$ cat src/pkg/timer_compare_params.svh
// Constants for the compare/pulse/PWM timer section: offsets, bits, values.
// Assumes byte-wide registers in the low byte of one AXI4-Lite word; counter and captures read 16 bits.
`ifndef TIMER_COMPARE_PARAMS_SVH
`define TIMER_COMPARE_PARAMS_SVH
`define TC_ADDR_W 6
`define TC_OFF_CTRL_ONE 6'h00
`define TC_OFF_CTRL_TWO 6'h04
`define TC_OFF_STATUS 6'h08
`define TC_OFF_CMP1_HI 6'h0c
`define TC_OFF_CMP1_LO 6'h10
`define TC_OFF_CMP2_HI 6'h14
`define TC_OFF_CMP2_LO 6'h18
`define TC_OFF_COUNTER 6'h1c
`define TC_OFF_CAP1 6'h20
`define TC_OFF_CAP2 6'h24
`define TC_B1_CAP_IE 7
`define TC_B1_CMP_IE 6
`define TC_B1_FORCE2 4
`define TC_B1_FORCE1 3
`define TC_B1_LVL2 2
`define TC_B1_EDGE1 1
`define TC_B1_LVL1 0
`define TC_B2_PEN1 7
`define TC_B2_PEN2 6
`define TC_B2_SPM 5
`define TC_B2_PWM 4
`define TC_B2_CSH 3
`define TC_B2_CSL 2
`define TC_B2_EDGE2 1
`define TC_B2_EXEDGE 0
`define TC_BS_CF1 7
`define TC_BS_MF1 6
`define TC_BS_CF2 4
`define TC_BS_MF2 3
`define TC_CMP_RESET 16'h8000
`define TC_CNT_LOAD 16'hfffc
`define TC_CAP_PULSE 16'hfffd
`define TC_CS_DIV2 2'h0
`define TC_CS_DIV4 2'h1
`define TC_CS_DIV8 2'h2
`define TC_CS_EXT 2'h3
`define TC_RESP_OKAY 2'h0
`define TC_RESP_SLVERR 2'h2
`endif

$ cat src/pkg/timer_compare_pkg.sv
// Types shared by the compare/pulse/PWM timer section.
// Assumes nothing beyond a SystemVerilog compiler.
package timer_compare_pkg;
    typedef enum logic [2:0] {
        MODE_COMPARE = 3'b001,
        MODE_PULSE = 3'b010,
        MODE_PWM = 3'b100
    } mode_e;
endpackage : timer_compare_pkg
$ cat src/hdl/timer_compare_pulse_pwm.sv
// Output-compare section of a 16-bit free-running timer with AXI4-Lite registers.
// Assumes pins arrive asynchronously and the CPU interrupt mask is on clk.
// Overview of operation
// - Match sets flag, drives pin, requests interrupt
// - Two 16-bit compare values checked every count
// - Compare values software-only, reset to 8000h
// - Pin latches low from reset until match
// - Interrupt needs enable and clear CPU mask
// - Flag cleared by status read, low access
// - High byte write blocks matches until low
// - Low write after status read clears, re-enables
// - Disabled pin stays port; interrupt still allowed
// - Divide-by-2 matches value, others value plus one
// - Force copies level, sets no flag
// - Force ignored in pulse or PWM mode
// - Pulse trigger loads FFFCh, pin, flag, FFFDh
// - Pulse ends on compare value one match
// - Pulse mode: no flag one, pin two idle
// - Pulse trigger sets capture flag one, interrupt
// - Both selects set means PWM only
// - Pulse mode: capture one off, two normal
// - PWM: value two sets level two, one level one
// - PWM: value two match reloads counter FFFCh
// - PWM owns channel one and value two
// - Equal levels hold pin one constant
// - One count resolution, clock divided 2/4/8
// - Both clock selects set picks external clock
// - Force acts only with pin enabled
`timescale 1ns/10ps
`default_nettype none
`include "timer_compare_params.svh"
module timer_compare_pulse_pwm (
    input wire logic clk, // 50 MHz system clock
    input wire logic rst_n, // Asynchronous reset, active low
    input wire logic [`TC_ADDR_W-1:0] awaddr, // Write address
    input wire logic awvalid, // Write address valid
    output logic awready, // Write address ready
    input wire logic [31:0] wdata, // Write data
    input wire logic [3:0] wstrb, // Write byte strobes
    input wire logic wvalid, // Write data valid
    output logic wready, // Write data ready
    output logic [1:0] bresp, // Write response
    output logic bvalid, // Write response valid
    input wire logic bready, // Write response ready
    input wire logic [`TC_ADDR_W-1:0] araddr, // Read address
    input wire logic arvalid, // Read address valid
    output logic arready, // Read address ready
    output logic [31:0] rdata, // Read data
    output logic [1:0] rresp, // Read response
    output logic rvalid, // Read data valid
    input wire logic rready, // Read data ready
    input wire logic cpu_irq_mask, // CPU global interrupt mask, 1 blocks
    input wire logic first_capture_input, // First capture pin
    input wire logic second_capture_input, // Second capture pin
    input wire logic ext_clock_pin, // External counter clock pin
    output logic output_pin_one, // Compare pin one level
    output logic output_pin_one_oe, // Pin one driven by the timer
    output logic output_pin_two, // Compare pin two level
    output logic output_pin_two_oe, // Pin two driven by the timer
    output logic timer_irq // Interrupt request, active high
);
    logic [7:0] ctrl_one_q, ctrl_two_q;
    logic [15:0] cmp_q [2];
    logic [15:0] cap_q [2];
    logic [15:0] cnt_q;
    logic cnt_fresh_q;
    logic [1:0] inhibit_q, match_flag_q, match_arm_q, cap_flag_q, cap_arm_q;
    logic pin1_q, pin2_q, irq_q;
    logic [1:0] cap_s1_q, cap_s2_q, cap_prev_q, cap_edge;
    logic aw_held_q, w_held_q, bvalid_q, rvalid_q;
    logic [`TC_ADDR_W-1:0] wr_addr_q;
    logic [7:0] wr_data_q;
    logic wr_strb_q;
    logic [1:0] bresp_q, rresp_q;
    logic [31:0] rdata_q;
    logic wr_fire, wr_en, rd_fire, status_read;
    logic [31:0] rd_val;
    logic rd_ok;
    logic tick, div2, pen1, pen2, lvl1, lvl2;
    logic [1:0] match_hit, match_set, low_access, cap_access;
    logic trig_pulse, pwm_reload, cap1_event, cnt_load;
    timer_compare_pkg::mode_e mode;

    function automatic logic [15:0] match_target(input logic [15:0] v, input logic d2);
        match_target = d2 ? v : v + 16'h0001;
    endfunction : match_target

    function automatic logic is_mapped(input logic [`TC_ADDR_W-1:0] a);
        case (a)
            `TC_OFF_CTRL_ONE, `TC_OFF_CTRL_TWO, `TC_OFF_STATUS, `TC_OFF_CMP1_HI,
            `TC_OFF_CMP1_LO, `TC_OFF_CMP2_HI, `TC_OFF_CMP2_LO, `TC_OFF_COUNTER,
            `TC_OFF_CAP1, `TC_OFF_CAP2: is_mapped = 1'b1;
            default: is_mapped = 1'b0;
        endcase
    endfunction : is_mapped

    timer_timebase u_timebase (
        .clk(clk),
        .rst_n(rst_n),
        .clock_select({ctrl_two_q[`TC_B2_CSH], ctrl_two_q[`TC_B2_CSL]}),
        .ext_edge_select(ctrl_two_q[`TC_B2_EXEDGE]),
        .ext_clock_pin(ext_clock_pin),
        .tick(tick)
    );

    assign div2 = ({ctrl_two_q[`TC_B2_CSH], ctrl_two_q[`TC_B2_CSL]} == `TC_CS_DIV2);
    assign pen1 = ctrl_two_q[`TC_B2_PEN1];
    assign pen2 = ctrl_two_q[`TC_B2_PEN2];
    assign lvl1 = ctrl_one_q[`TC_B1_LVL1];
    assign lvl2 = ctrl_one_q[`TC_B1_LVL2];

    always_comb begin
        if (ctrl_two_q[`TC_B2_PWM]) begin
            mode = timer_compare_pkg::MODE_PWM;
        end else if (ctrl_two_q[`TC_B2_SPM]) begin
            mode = timer_compare_pkg::MODE_PULSE;
        end else begin
            mode = timer_compare_pkg::MODE_COMPARE;
        end
    end

    // AXI4-Lite handshakes: address and data may arrive in either order
    assign awready = !aw_held_q && !bvalid_q;
    assign wready = !w_held_q && !bvalid_q;
    assign arready = !rvalid_q;
    assign wr_fire = aw_held_q && w_held_q && !bvalid_q;
    assign wr_en = wr_fire && wr_strb_q && is_mapped(wr_addr_q);
    assign rd_fire = arvalid && arready;
    assign status_read = rd_fire && (araddr == `TC_OFF_STATUS);
    assign bvalid = bvalid_q;
    assign bresp = bresp_q;
    assign rvalid = rvalid_q;
    assign rresp = rresp_q;
    assign rdata = rdata_q;

    always_ff @(posedge clk or negedge rst_n) begin
        if (!rst_n) begin
            aw_held_q <= 1'b0;
            wr_addr_q <= '0;
        end else if (awvalid && awready) begin
            aw_held_q <= 1'b1;
            wr_addr_q <= awaddr;
        end else if (wr_fire) begin
            aw_held_q <= 1'b0;
        end
    end

    always_ff @(posedge clk or negedge rst_n) begin
        if (!rst_n) begin
            w_held_q <= 1'b0;
            wr_data_q <= 8'h00;
            wr_strb_q <= 1'b0;
        end else if (wvalid && wready) begin
            w_held_q <= 1'b1;
            wr_data_q <= wdata[7:0];
            wr_strb_q <= wstrb[0];
        end else if (wr_fire) begin
            w_held_q <= 1'b0;
        end
    end

    always_ff @(posedge clk or negedge rst_n) begin
        if (!rst_n) begin
            bvalid_q <= 1'b0;
            bresp_q <= `TC_RESP_OKAY;
        end else if (wr_fire) begin
            bvalid_q <= 1'b1;
            bresp_q <= is_mapped(wr_addr_q) ? `TC_RESP_OKAY : `TC_RESP_SLVERR;
        end else if (bready) begin
            bvalid_q <= 1'b0;
        end
    end

    always_comb begin
        rd_val = 32'h0000_0000;
        rd_ok = 1'b1;
        case (araddr)
            `TC_OFF_CTRL_ONE: rd_val[7:0] = ctrl_one_q;
            `TC_OFF_CTRL_TWO: rd_val[7:0] = ctrl_two_q;
            `TC_OFF_STATUS: begin
                rd_val[`TC_BS_CF1] = cap_flag_q[0];
                rd_val[`TC_BS_MF1] = match_flag_q[0];
                rd_val[`TC_BS_CF2] = cap_flag_q[1];
                rd_val[`TC_BS_MF2] = match_flag_q[1];
            end
            `TC_OFF_CMP1_HI: rd_val[7:0] = cmp_q[0][15:8];
            `TC_OFF_CMP1_LO: rd_val[7:0] = cmp_q[0][7:0];
            `TC_OFF_CMP2_HI: rd_val[7:0] = cmp_q[1][15:8];
            `TC_OFF_CMP2_LO: rd_val[7:0] = cmp_q[1][7:0];
            `TC_OFF_COUNTER: rd_val[15:0] = cnt_q;
            `TC_OFF_CAP1: rd_val[15:0] = cap_q[0];
            `TC_OFF_CAP2: rd_val[15:0] = cap_q[1];
            default: rd_ok = 1'b0;
        endcase
    end

    always_ff @(posedge clk or negedge rst_n) begin
        if (!rst_n) begin
            rvalid_q <= 1'b0;
            rdata_q <= 32'h0000_0000;
            rresp_q <= `TC_RESP_OKAY;
        end else if (rd_fire) begin
            rvalid_q <= 1'b1;
            rdata_q <= rd_val;
            rresp_q <= rd_ok ? `TC_RESP_OKAY : `TC_RESP_SLVERR;
        end else if (rready) begin
            rvalid_q <= 1'b0;
        end
    end

    always_ff @(posedge clk or negedge rst_n) begin
        if (!rst_n) begin
            ctrl_one_q <= 8'h00;
            ctrl_two_q <= 8'h00;
        end else if (wr_en && wr_addr_q == `TC_OFF_CTRL_ONE) begin
            ctrl_one_q <= wr_data_q;
        end else if (wr_en && wr_addr_q == `TC_OFF_CTRL_TWO) begin
            ctrl_two_q <= wr_data_q;
        end
    end

    // Capture pins: stage one feeds only stage two
    always_ff @(posedge clk or negedge rst_n) begin
        if (!rst_n) begin
            cap_s1_q <= 2'h0;
            cap_s2_q <= 2'h0;
            cap_prev_q <= 2'h0;
        end else begin
            cap_s1_q <= {second_capture_input, first_capture_input};
            cap_s2_q <= cap_s1_q;
            cap_prev_q <= cap_s2_q;
        end
    end

    assign cap_edge[0] = ctrl_one_q[`TC_B1_EDGE1] ? (cap_s2_q[0] & ~cap_prev_q[0])
                                                   : (~cap_s2_q[0] & cap_prev_q[0]);
    assign cap_edge[1] = ctrl_two_q[`TC_B2_EDGE2] ? (cap_s2_q[1] & ~cap_prev_q[1])
                                                   : (~cap_s2_q[1] & cap_prev_q[1]);

    // A match is judged once per counter value, right after the value changes
    genvar gi;
    generate
        for (gi = 0; gi < 2; gi++) begin : g_chan
            assign match_hit[gi] = cnt_fresh_q && !inhibit_q[gi]
                && (cnt_q == match_target(cmp_q[gi], div2));
            assign low_access[gi] = (wr_fire && wr_addr_q == (gi == 0 ? `TC_OFF_CMP1_LO
                                                                      : `TC_OFF_CMP2_LO))
                || (rd_fire && araddr == (gi == 0 ? `TC_OFF_CMP1_LO : `TC_OFF_CMP2_LO));
            assign cap_access[gi] = rd_fire
                && araddr == (gi == 0 ? `TC_OFF_CAP1 : `TC_OFF_CAP2);

            always_ff @(posedge clk or negedge rst_n) begin
                if (!rst_n) begin
                    cmp_q[gi] <= `TC_CMP_RESET;
                    inhibit_q[gi] <= 1'b0;
                end else if (wr_en && wr_addr_q == (gi == 0 ? `TC_OFF_CMP1_HI
                                                            : `TC_OFF_CMP2_HI)) begin
                    cmp_q[gi][15:8] <= wr_data_q;
                    inhibit_q[gi] <= 1'b1;
                end else if (wr_en && wr_addr_q == (gi == 0 ? `TC_OFF_CMP1_LO
                                                            : `TC_OFF_CMP2_LO)) begin
                    cmp_q[gi][7:0] <= wr_data_q;
                    inhibit_q[gi] <= 1'b0;
                end
            end

            // Set beats clear so a match landing on the clearing access is kept
            always_ff @(posedge clk or negedge rst_n) begin
                if (!rst_n) begin
                    match_flag_q[gi] <= 1'b0;
                    match_arm_q[gi] <= 1'b0;
                end else begin
                    match_flag_q[gi] <= match_set[gi]
                        | (match_flag_q[gi] & ~(low_access[gi] & match_arm_q[gi]));
                    if (status_read) begin
                        match_arm_q[gi] <= match_flag_q[gi];
                    end else if (low_access[gi]) begin
                        match_arm_q[gi] <= 1'b0;
                    end
                end
            end

            always_ff @(posedge clk or negedge rst_n) begin
                if (!rst_n) begin
                    cap_arm_q[gi] <= 1'b0;
                end else if (status_read) begin
                    cap_arm_q[gi] <= cap_flag_q[gi];
                end else if (cap_access[gi]) begin
                    cap_arm_q[gi] <= 1'b0;
                end
            end
        end
    endgenerate

    assign trig_pulse = (mode == timer_compare_pkg::MODE_PULSE) && cap_edge[0];
    assign pwm_reload = (mode == timer_compare_pkg::MODE_PWM) && match_hit[1];
    assign cap1_event = ((mode == timer_compare_pkg::MODE_COMPARE) && cap_edge[0])
        || trig_pulse || pwm_reload;
    assign match_set[0] = match_hit[0] && (mode == timer_compare_pkg::MODE_COMPARE);
    assign match_set[1] = match_hit[1] && (mode != timer_compare_pkg::MODE_PWM);
    assign cnt_load = trig_pulse || pwm_reload
        || (wr_fire && wr_addr_q == `TC_OFF_COUNTER);

    always_ff @(posedge clk or negedge rst_n) begin
        if (!rst_n) begin
            cnt_q <= `TC_CNT_LOAD;
            cnt_fresh_q <= 1'b0;
        end else if (cnt_load) begin
            cnt_q <= `TC_CNT_LOAD;
            cnt_fresh_q <= 1'b1;
        end else if (tick) begin
            cnt_q <= cnt_q + 16'h0001;
            cnt_fresh_q <= 1'b1;
        end else begin
            cnt_fresh_q <= 1'b0;
        end
    end

    always_ff @(posedge clk or negedge rst_n) begin
        if (!rst_n) begin
            cap_q[0] <= 16'h0000;
            cap_q[1] <= 16'h0000;
        end else begin
            if (trig_pulse) begin
                cap_q[0] <= `TC_CAP_PULSE;
            end else if ((mode == timer_compare_pkg::MODE_COMPARE) && cap_edge[0]) begin
                cap_q[0] <= cnt_q;
            end
            if (cap_edge[1]) begin
                cap_q[1] <= cnt_q;
            end
        end
    end

    always_ff @(posedge clk or negedge rst_n) begin
        if (!rst_n) begin
            cap_flag_q <= 2'h0;
        end else begin
            cap_flag_q[0] <= cap1_event | (cap_flag_q[0] & ~(cap_access[0] & cap_arm_q[0]));
            cap_flag_q[1] <= cap_edge[1] | (cap_flag_q[1] & ~(cap_access[1] & cap_arm_q[1]));
        end
    end

    // Pin latches move only while their pin is enabled; equal levels give a flat pin
    always_ff @(posedge clk or negedge rst_n) begin
        if (!rst_n) begin
            pin1_q <= 1'b0;
        end else if (pen1) begin
            case (mode)
                timer_compare_pkg::MODE_COMPARE: begin
                    if (match_hit[0] || ctrl_one_q[`TC_B1_FORCE1]) begin
                        pin1_q <= lvl1;
                    end
                end
                timer_compare_pkg::MODE_PULSE: begin
                    if (trig_pulse) begin
                        pin1_q <= lvl2;
                    end else if (match_hit[0]) begin
                        pin1_q <= lvl1;
                    end
                end
                timer_compare_pkg::MODE_PWM: begin
                    if (match_hit[1]) begin
                        pin1_q <= lvl2;
                    end else if (match_hit[0]) begin
                        pin1_q <= lvl1;
                    end
                end
                default: pin1_q <= pin1_q;
            endcase
        end
    end

    always_ff @(posedge clk or negedge rst_n) begin
        if (!rst_n) begin
            pin2_q <= 1'b0;
        end else if (pen2 && (mode == timer_compare_pkg::MODE_COMPARE)) begin
            if (match_hit[1] || ctrl_one_q[`TC_B1_FORCE2]) begin
                pin2_q <= lvl2;
            end
        end
    end

    always_ff @(posedge clk or negedge rst_n) begin
        if (!rst_n) begin
            irq_q <= 1'b0;
        end else begin
            irq_q <= !cpu_irq_mask
                && ((ctrl_one_q[`TC_B1_CMP_IE] && (|match_flag_q))
                    || (ctrl_one_q[`TC_B1_CAP_IE] && (|cap_flag_q)));
        end
    end

    assign output_pin_one = pin1_q;
    assign output_pin_one_oe = pen1;
    assign output_pin_two = pin2_q;
    assign output_pin_two_oe = pen2;
    assign timer_irq = irq_q;
endmodule : timer_compare_pulse_pwm
`default_nettype wire

$ cat src/hdl/timer_timebase.sv
// Counter tick source: CPU clock divided by 2, 4 or 8, or an external clock.
// Assumes the external clock is well under a quarter of clk.
`timescale 1ns/10ps
`default_nettype none
`include "timer_compare_params.svh"
module timer_timebase (
    input wire logic clk, // System clock
    input wire logic rst_n, // Asynchronous reset, active low
    input wire logic [1:0] clock_select, // Divider or external select
    input wire logic ext_edge_select, // 1: rising external edge counts
    input wire logic ext_clock_pin, // External clock pin, asynchronous
    output logic tick // One-cycle count enable
);
    logic [2:0] pre_q;
    logic [2:0] mask;
    logic ext_s1_q, ext_s2_q, ext_prev_q;
    logic ext_edge;

    always_ff @(posedge clk or negedge rst_n) begin
        if (!rst_n) begin
            pre_q <= 3'h0;
        end else begin
            pre_q <= pre_q + 3'h1;
        end
    end

    // First stage feeds only the second; edges are taken further down
    always_ff @(posedge clk or negedge rst_n) begin
        if (!rst_n) begin
            ext_s1_q <= 1'b0;
            ext_s2_q <= 1'b0;
            ext_prev_q <= 1'b0;
        end else begin
            ext_s1_q <= ext_clock_pin;
            ext_s2_q <= ext_s1_q;
            ext_prev_q <= ext_s2_q;
        end
    end

    assign ext_edge = ext_edge_select ? (ext_s2_q & ~ext_prev_q) : (~ext_s2_q & ext_prev_q);

    always_comb begin
        case (clock_select)
            `TC_CS_DIV2: mask = 3'h1;
            `TC_CS_DIV4: mask = 3'h3;
            default: mask = 3'h7;
        endcase
    end

    assign tick = (clock_select == `TC_CS_EXT) ? ext_edge : ((pre_q & mask) == mask);
endmodule : timer_timebase
`default_nettype wire

$ cat config.mk
export PLATFORM = sky130hd
export DESIGN_NAME = timer_compare_pulse_pwm
export DESIGN_NICKNAME = d
export VERILOG_FILES = /design/src/pkg/timer_compare_pkg.sv /design/src/hdl/timer_compare_pulse_pwm.sv /design/src/hdl/timer_timebase.sv
export VERILOG_INCLUDE_DIRS = /design/src /design/src/pkg
export SDC_FILE = /design/constraint.sdc
export NUM_CORES = 1
export LEC_CHECK = 0
export ABC_AREA = 1
export BUFFER_PORTS_ARGS = -buffer_cell sky130_fd_sc_hd__buf_2
export CORE_ASPECT_RATIO = 2
export CORE_MARGIN = 2
export CORE_UTILIZATION = 50
export DETAILED_ROUTE_END_ITERATION = 8
export PLACE_DENSITY = 0.7
export SYNTH_ARGS = -nofsm -noshare
export SYNTH_HDL_FRONTEND = slang
export SYNTH_SLANG_ARGS = --single-unit
$ cat constraint.sdc
create_clock -name clk -period 4.8 [get_ports clk]
set_clock_uncertainty 0.05 [all_clocks]
set_input_delay 0.24 -clock clk [delete_from_list [all_inputs] [get_ports clk]]
set_output_delay 0.24 -clock clk [all_outputs]
set_load 0.05 [all_outputs]
# Yosys cells after proc, flatten, opt, wreduce, memory -nomap -nowiden
# Cells that the tools add are included.
[totals]
regBits = 161
[classes]
addsub = 4
n_eq_ne = 28
n_mux = 49
n_bitwise = 32
reduce_logical = 77
[op_table]
columns = ["cell", "n"]
rows = [
  ["16-bit 2-to-1 mux", 6],
  ["16-bit by 1-bit adder with 16-bit output, second input constant", 3],
  ["6-bit by 5-bit == test with 1-bit output, second input constant", 8],
  ["2-bit one-hot mux with 10 select lines", 2],
  ["1-bit logical AND", 36],
  ["16-bit == test", 2],
  ["1-bit 2-to-1 mux", 32],
  ["3-bit one-hot mux with 9 select lines", 1],
  ["6-bit by 4-bit == test with 1-bit output, second input constant", 4],
  ["6-bit == test, second input constant", 4],
  ["8-bit one-hot mux with 3 select lines", 1],
  ["2-bit nonzero test", 12],
  ["10-bit OR reduction", 2],
  ["1-bit AND", 14],
  ["1-bit inverter", 13],
  ["6-bit by 3-bit == test with 1-bit output, second input constant", 2],
  ["6-bit zero test", 2],
  ["1-bit logical OR", 9],
  ["1-bit one-hot mux with 9 select lines", 1],
  ["2-bit AND reduction", 4],
  ["1-bit zero test", 7],
  ["2-bit 2-to-1 mux", 3],
  ["3-bit one-hot mux with 2 select lines", 1],
  ["1-bit OR", 4],
  ["other kinds (16)", 17],
]

# Logic depth before layout (Yosys ltp)
[logic_depth]
ltp_word = 8
ltp_mapped = 17
depth_no_buf = 16

# By module
# From an unflattened synthesis, not the netlist that was laid out.
[unflattened]
cells_unflattened = 1095
area_unflattened_um2 = 8593.2
[modules_own_cells]
columns = ["mod", "instances", "cells_each", "area_each_um2", "seq_area_each_um2"]
rows = [
  ["timer_compare_pulse_pwm", 1, 1070, 8351.8, 3848.7],
  ["timer_timebase", 1, 25, 241.5, 150.1],
]

# Worst setup path before layout
# OpenSTA, ideal clock, no wires.
[synth_path]
kind = "register to register"
startpoint = "reg bvalid_q (netlist: bvalid)"
endpoint = "reg wr_data_q[7]"
setup_ps = 132
t_arrival_ps = 2093
t_required_ps = 4618
path_slack_ps = 2525
path_stages_with_launch = 6
n_path_buf = 1
path_cell_list = "dfrtp_1 -> nor2_1 -> nand2_1 -> clkbuf_1 -> nor2_1 -> a21oi_1"
[synth_between]
elab_chain_cells = 3
[synth_rtl]
columns = ["item", "line_no", "source"]
rows = [
  ["start: declaration", "timer_compare_pulse_pwm.sv:70", "logic aw_held_q, w_held_q, bvalid_q, rvalid_q;"],
  ["start signal: assignment", "timer_compare_pulse_pwm.sv:164", "bvalid_q <= 1'b0;"],
  ["start signal: assignment", "timer_compare_pulse_pwm.sv:167", "bvalid_q <= 1'b1;"],
  ["start signal: assignment", "timer_compare_pulse_pwm.sv:170", "bvalid_q <= 1'b0;"],
  ["1-bit zero test", "timer_compare_pulse_pwm.sv:124", "assign wready = !w_held_q && !bvalid_q;"],
  ["1-bit logical AND", "timer_compare_pulse_pwm.sv:124", ""],
  ["named net wready", "timer_compare_pulse_pwm.sv:41", "output logic wready,"],
  ["1-bit logical AND", "timer_compare_pulse_pwm.sv:153", "end else if (wvalid && wready) begin"],
  ["end signal: assignment", "timer_compare_pulse_pwm.sv:155", "wr_data_q <= wdata[7:0];"],
  ["end: declaration", "timer_compare_pulse_pwm.sv:72", "logic [7:0] wr_data_q;"],
]
# The timed path passes the listed nets, and every way through them passes these cells.
# A chain may end at the register's enable or synchronous reset.

# Final worst setup path
[layout_path]
startpoint = "reg cmp_q[1] in the netlist's numbering"
endpoint = "reg cnt_q[1]"
[layout_between]
elab_chain_cells = 8
[layout_rtl]
columns = ["item", "line_no", "source"]
rows = [
  ["start: declaration", "timer_compare_pulse_pwm.sv:63", "logic [15:0] cmp_q [2];"],
  ["start signal: indexed assignment", "timer_compare_pulse_pwm.sv:254", "cmp_q[gi] <= `TC_CMP_RESET;"],
  ["start signal: indexed assignment", "timer_compare_pulse_pwm.sv:258", "cmp_q[gi][15:8] <= wr_data_q;"],
  ["start signal: indexed assignment", "timer_compare_pulse_pwm.sv:262", "cmp_q[gi][7:0] <= wr_data_q;"],
  ["16-bit by 1-bit adder with 16-bit output", "timer_compare_pulse_pwm.sv:85", "match_target = d2 ? v : v + 16'h0001;"],
  ["16-bit 2-to-1 mux (*)", "timer_compare_pulse_pwm.sv:85", ""],
  ["16-bit == test (*)", "timer_compare_pulse_pwm.sv:245", "&& (cnt_q == match_target(cmp_q[gi], div2));"],
  ["1-bit logical AND (*)", "timer_compare_pulse_pwm.sv:245", ""],
  ["1-bit logical AND (*)", "timer_compare_pulse_pwm.sv:296", "assign pwm_reload = (mode == timer_compare_pkg::MODE_PWM) && match_hit[1];"],
  ["1-bit logical OR (*) (2 in a row)", "timer_compare_pulse_pwm.sv:301", "assign cnt_load = trig_pulse || pwm_reload"],
  ["16-bit 2-to-1 mux or 2-bit nonzero test (tied branches)", "--", ""],
  ["end signal: assignment", "timer_compare_pulse_pwm.sv:306", "cnt_q <= `TC_CNT_LOAD;"],
  ["end signal: assignment", "timer_compare_pulse_pwm.sv:309", "cnt_q <= `TC_CNT_LOAD;"],
  ["end signal: assignment", "timer_compare_pulse_pwm.sv:312", "cnt_q <= cnt_q + 16'h0001;"],
  ["end: declaration", "timer_compare_pulse_pwm.sv:65", "logic [15:0] cnt_q;"],
]
# Every way passes the cells marked *; elsewhere a longest branch is shown, timed or not.

==> run metrics <==
Ys Warns=0; biggest area consumer among synthesized cells=dfrtp_1; CP Data Required Time=5050 ps; PwrDens=468 nW/um^2; ratio of final minimum period to clock period=53.1%; DR vias/cell=5.51; Crit Path Max Fanout=14; synthesized instance count=1117; via count=7698; core outline area=17100 um^2; number of flops mapped to enable cells by yosys=0; row count=68; Reg power frac=44.1%; Ant. Diodes=0; number of global-route vias before repair=7303; initial antenna violation count=0; CTS H-tree depth=4; RSZ-0062 raised after global routing=no; most frequent cell after synthesis=nand2_1; CTS Buffer Depth=2; TritonRoute pass-1 iters=8; Fin Setup TNS=0 ps; worst slew pin tran=1020 ps; Switching Share=39.5%; global route overflow=0; Cell Int Power=2.73 mW; worst hold slack=9.52 ps; Fin. Hold Viols=0; Max Slew Vio Count=0; DP Area=9010 um^2; Final nets=1236; die width=97.0 um; final core occ=56.4%; synthesized flop and latch total=159; antenna-violating nets left=0; sequential fraction of the synthesis area=46.2%; Worst setup EP type=flop; crit start category=flop; crit path cell chain=ha_1 > nand3_1 > nor2_4 > nand2_2 > o21bai_1 > nand2_1 > nor2_1 > nand2_1 > nor2_4 > nand3_2 > nand2_4 > inv_4 > nand3_1 > o21ai_1; Worst slew margin=31.8%; cts hold-fix bufs=9; Setup Buffers After CTS=0; critical path type=reg -> reg; Layout area overhead=11.5%; total clock sinks=159; I/O pins=105; drt wl/cell=18.1 um; synth unique cells=47; fmax=0.392 GHz; Synth Area per Inst=7.75 um^2; Clock transition at path regs=60 ps; fin worst setup slack=2250 ps; CP arrival=2800 ps; ys async rst share=100%; post_cts resized=0; worst hold path type=in -> reg; gpl congestion=0.986; status=finished clean; Gate power share=28.0%; slowest CP cell=dfrtp_1; Pleak=4.68 nW; DRC viols=0; initial core utilization=50.6%; Place WS=2250 ps; CP peak stage delay=510 ps; largest cells by area after synthesis=dfrtp_1 (41%), nand2_1 (13%), inv_1 (5.5%); max-cap viol count=0; Post-DP HPWL=18.6 mm; layout cell share with drive strength beyond 1=13.7%; Psw=1.78 mW; WL final=25.3 mm; final number of setup-violating endpoints=0; Synth Cell Area=8650 um^2; Worst VDD drop=0.440 mV; clk_lat worst skew=420 ps; Setup crit start=cmp_q[1]$_DFFE_PN0P_; Root Buffer=clkbuf_16; Port-buffer cells=59; die height=190 um; cts bufs inserted=17; largest net degree at the start of global routing=58; first-pass GRT wire length=39.8 mm; Synth Flop Type=dfrtp_1; overall global routing resource usage=27.8%; CTS tree=done; die area=18400 um^2; Final Cell Area=9650 um^2; proportion of power drawn by the clock network=27.9%; worst r2r src=cmp_q[1]$_DFFE_PN0P_; crit path time final=2550 ps; hold path start=awaddr[1]; top cell type's share of synthesized area=41.4%; DR iter-0 viols=540; Synth top cells by count=nand2_1 (289), dfrtp_1 (143), inv_1 (127), nor2_1 (113), o21ai_0 (88)
metrics by stage:
step	std cells	total power [mW]
after floorplan	1134	2.82
after global placement	1355	3.21
after detailed placement	1355	3.25
after CTS	1396	4.52
after global routing	1396	4.75
final	1396	4.52
metal layers:
layer | global-route usage [%] | vias to the layer above | share of wire [%]
met2 | 46.2 | 295 | 49
met3 | 3.93 | 62 | 5.9
li1 | - | 3721 | -
met4 | 15.3 | 0 | 5.3
met1 | 34.9 | 3620 | 40
met5 | 0 | - | 0
final cells by class:
class	count	area (um^2)
multi-input combinational	790	3920
inverter	134	505
fill	1571	7450
timing repair buffer	71	414
clock buffer	19	443
clock inverter	13	106
sequential	159	4000
tap	210	263
registers in the layout, summed over array words and instances, names as in the netlist, 2 cells and up:
name / count
cmp_q: 32
wr_addr_q: 6
ctrl_two_q: 8
cap_prev_q: 2
inhibit_q: 2
cap_s1_q: 2
ctrl_one_q: 8
match_arm_q: 2
cap_arm_q: 2
cap_s2_q: 2
cnt_q: 16
match_flag_q: 2
cap_flag_q: 2
wr_data_q: 8
cap_q: 32
rdata: 16
u_timebase.pre_q: 3
critical path, delay by kind of cell, from the launching register on:
family                     cells  cell delay (ps)
and+or+nand+nor               10             1280
DFF                            1              510
adders and majority gates      1              250
AOI/OAI and AO/OA              2              230
buffers and inverters          1              120
power groups by stage:
stage / registers [mW] / clock network, mW / logic [mW]
floorplan: 1.87 / 0 / 0.946
global placement: 1.99 / 0 / 1.22
detailed placement: 2.00 / 0 / 1.25
CTS: 1.98 / 1.27 / 1.27
global route: 2.02 / 1.33 / 1.41
finish: 1.99 / 1.26 / 1.26
kinds of logic (layout without fill, tap and decap cells):
logic type,after synthesis,after routing,share of synthesized area (%)
flip-flops,159,159,46.2
multiplexers,3,3,0.390
other,1,18,0.0433
buffers and inverters,185,237,9.21
adder cells (fa/ha/maj),4,4,0.578
XOR/XNOR,33,33,3.34
AND/OR/NAND/NOR,531,531,27.0
AO/OA/AOI/OAI,201,201,13.2
worst paths after layout:
kind,slack (ps),endpoint,depth (start not counted)
hold reg to reg,300,cap_s2_q[0]$_DFF_PN0_,0
max in group asynchronous,3300,cap_s1_q[0]$_DFF_PN0_,3
min in group asynchronous,300,cap_q[27]$_DFFE_PN0P_,2
setup reg to reg,2250,cnt_q[1]$_DFFE_PN0P_,14
setup / recovery,2250,cnt_q[1]$_DFFE_PN0P_,14
hold / removal,10,wr_addr_q[1]$_DFFE_PN0P_,2
cell usage in the layout (no fill, tap or decap), drive strengths merged:
master       count
dlygate4sd3      9
dfstp           16
dfrtp          143
a32o             1
nand4           22
clkbuf          19
a22oi            7
nor4             3
nor2           129
o211ai           1
o21ai           96
o21bai           5
clkinv           7
nor3             7
xor2            26
nand2          301
a21oi           54
xnor2            7
ha               4
or2              2
a31oi            4
a21o             2
a221oi          16
buf             62
nand3           66
mux2             3
o221ai           1
nand3b           1
clkinvlp         1
o41ai            1
o2111ai          2
conb            18
o22ai           11
inv            139
(Power assumes the default switching activity.)
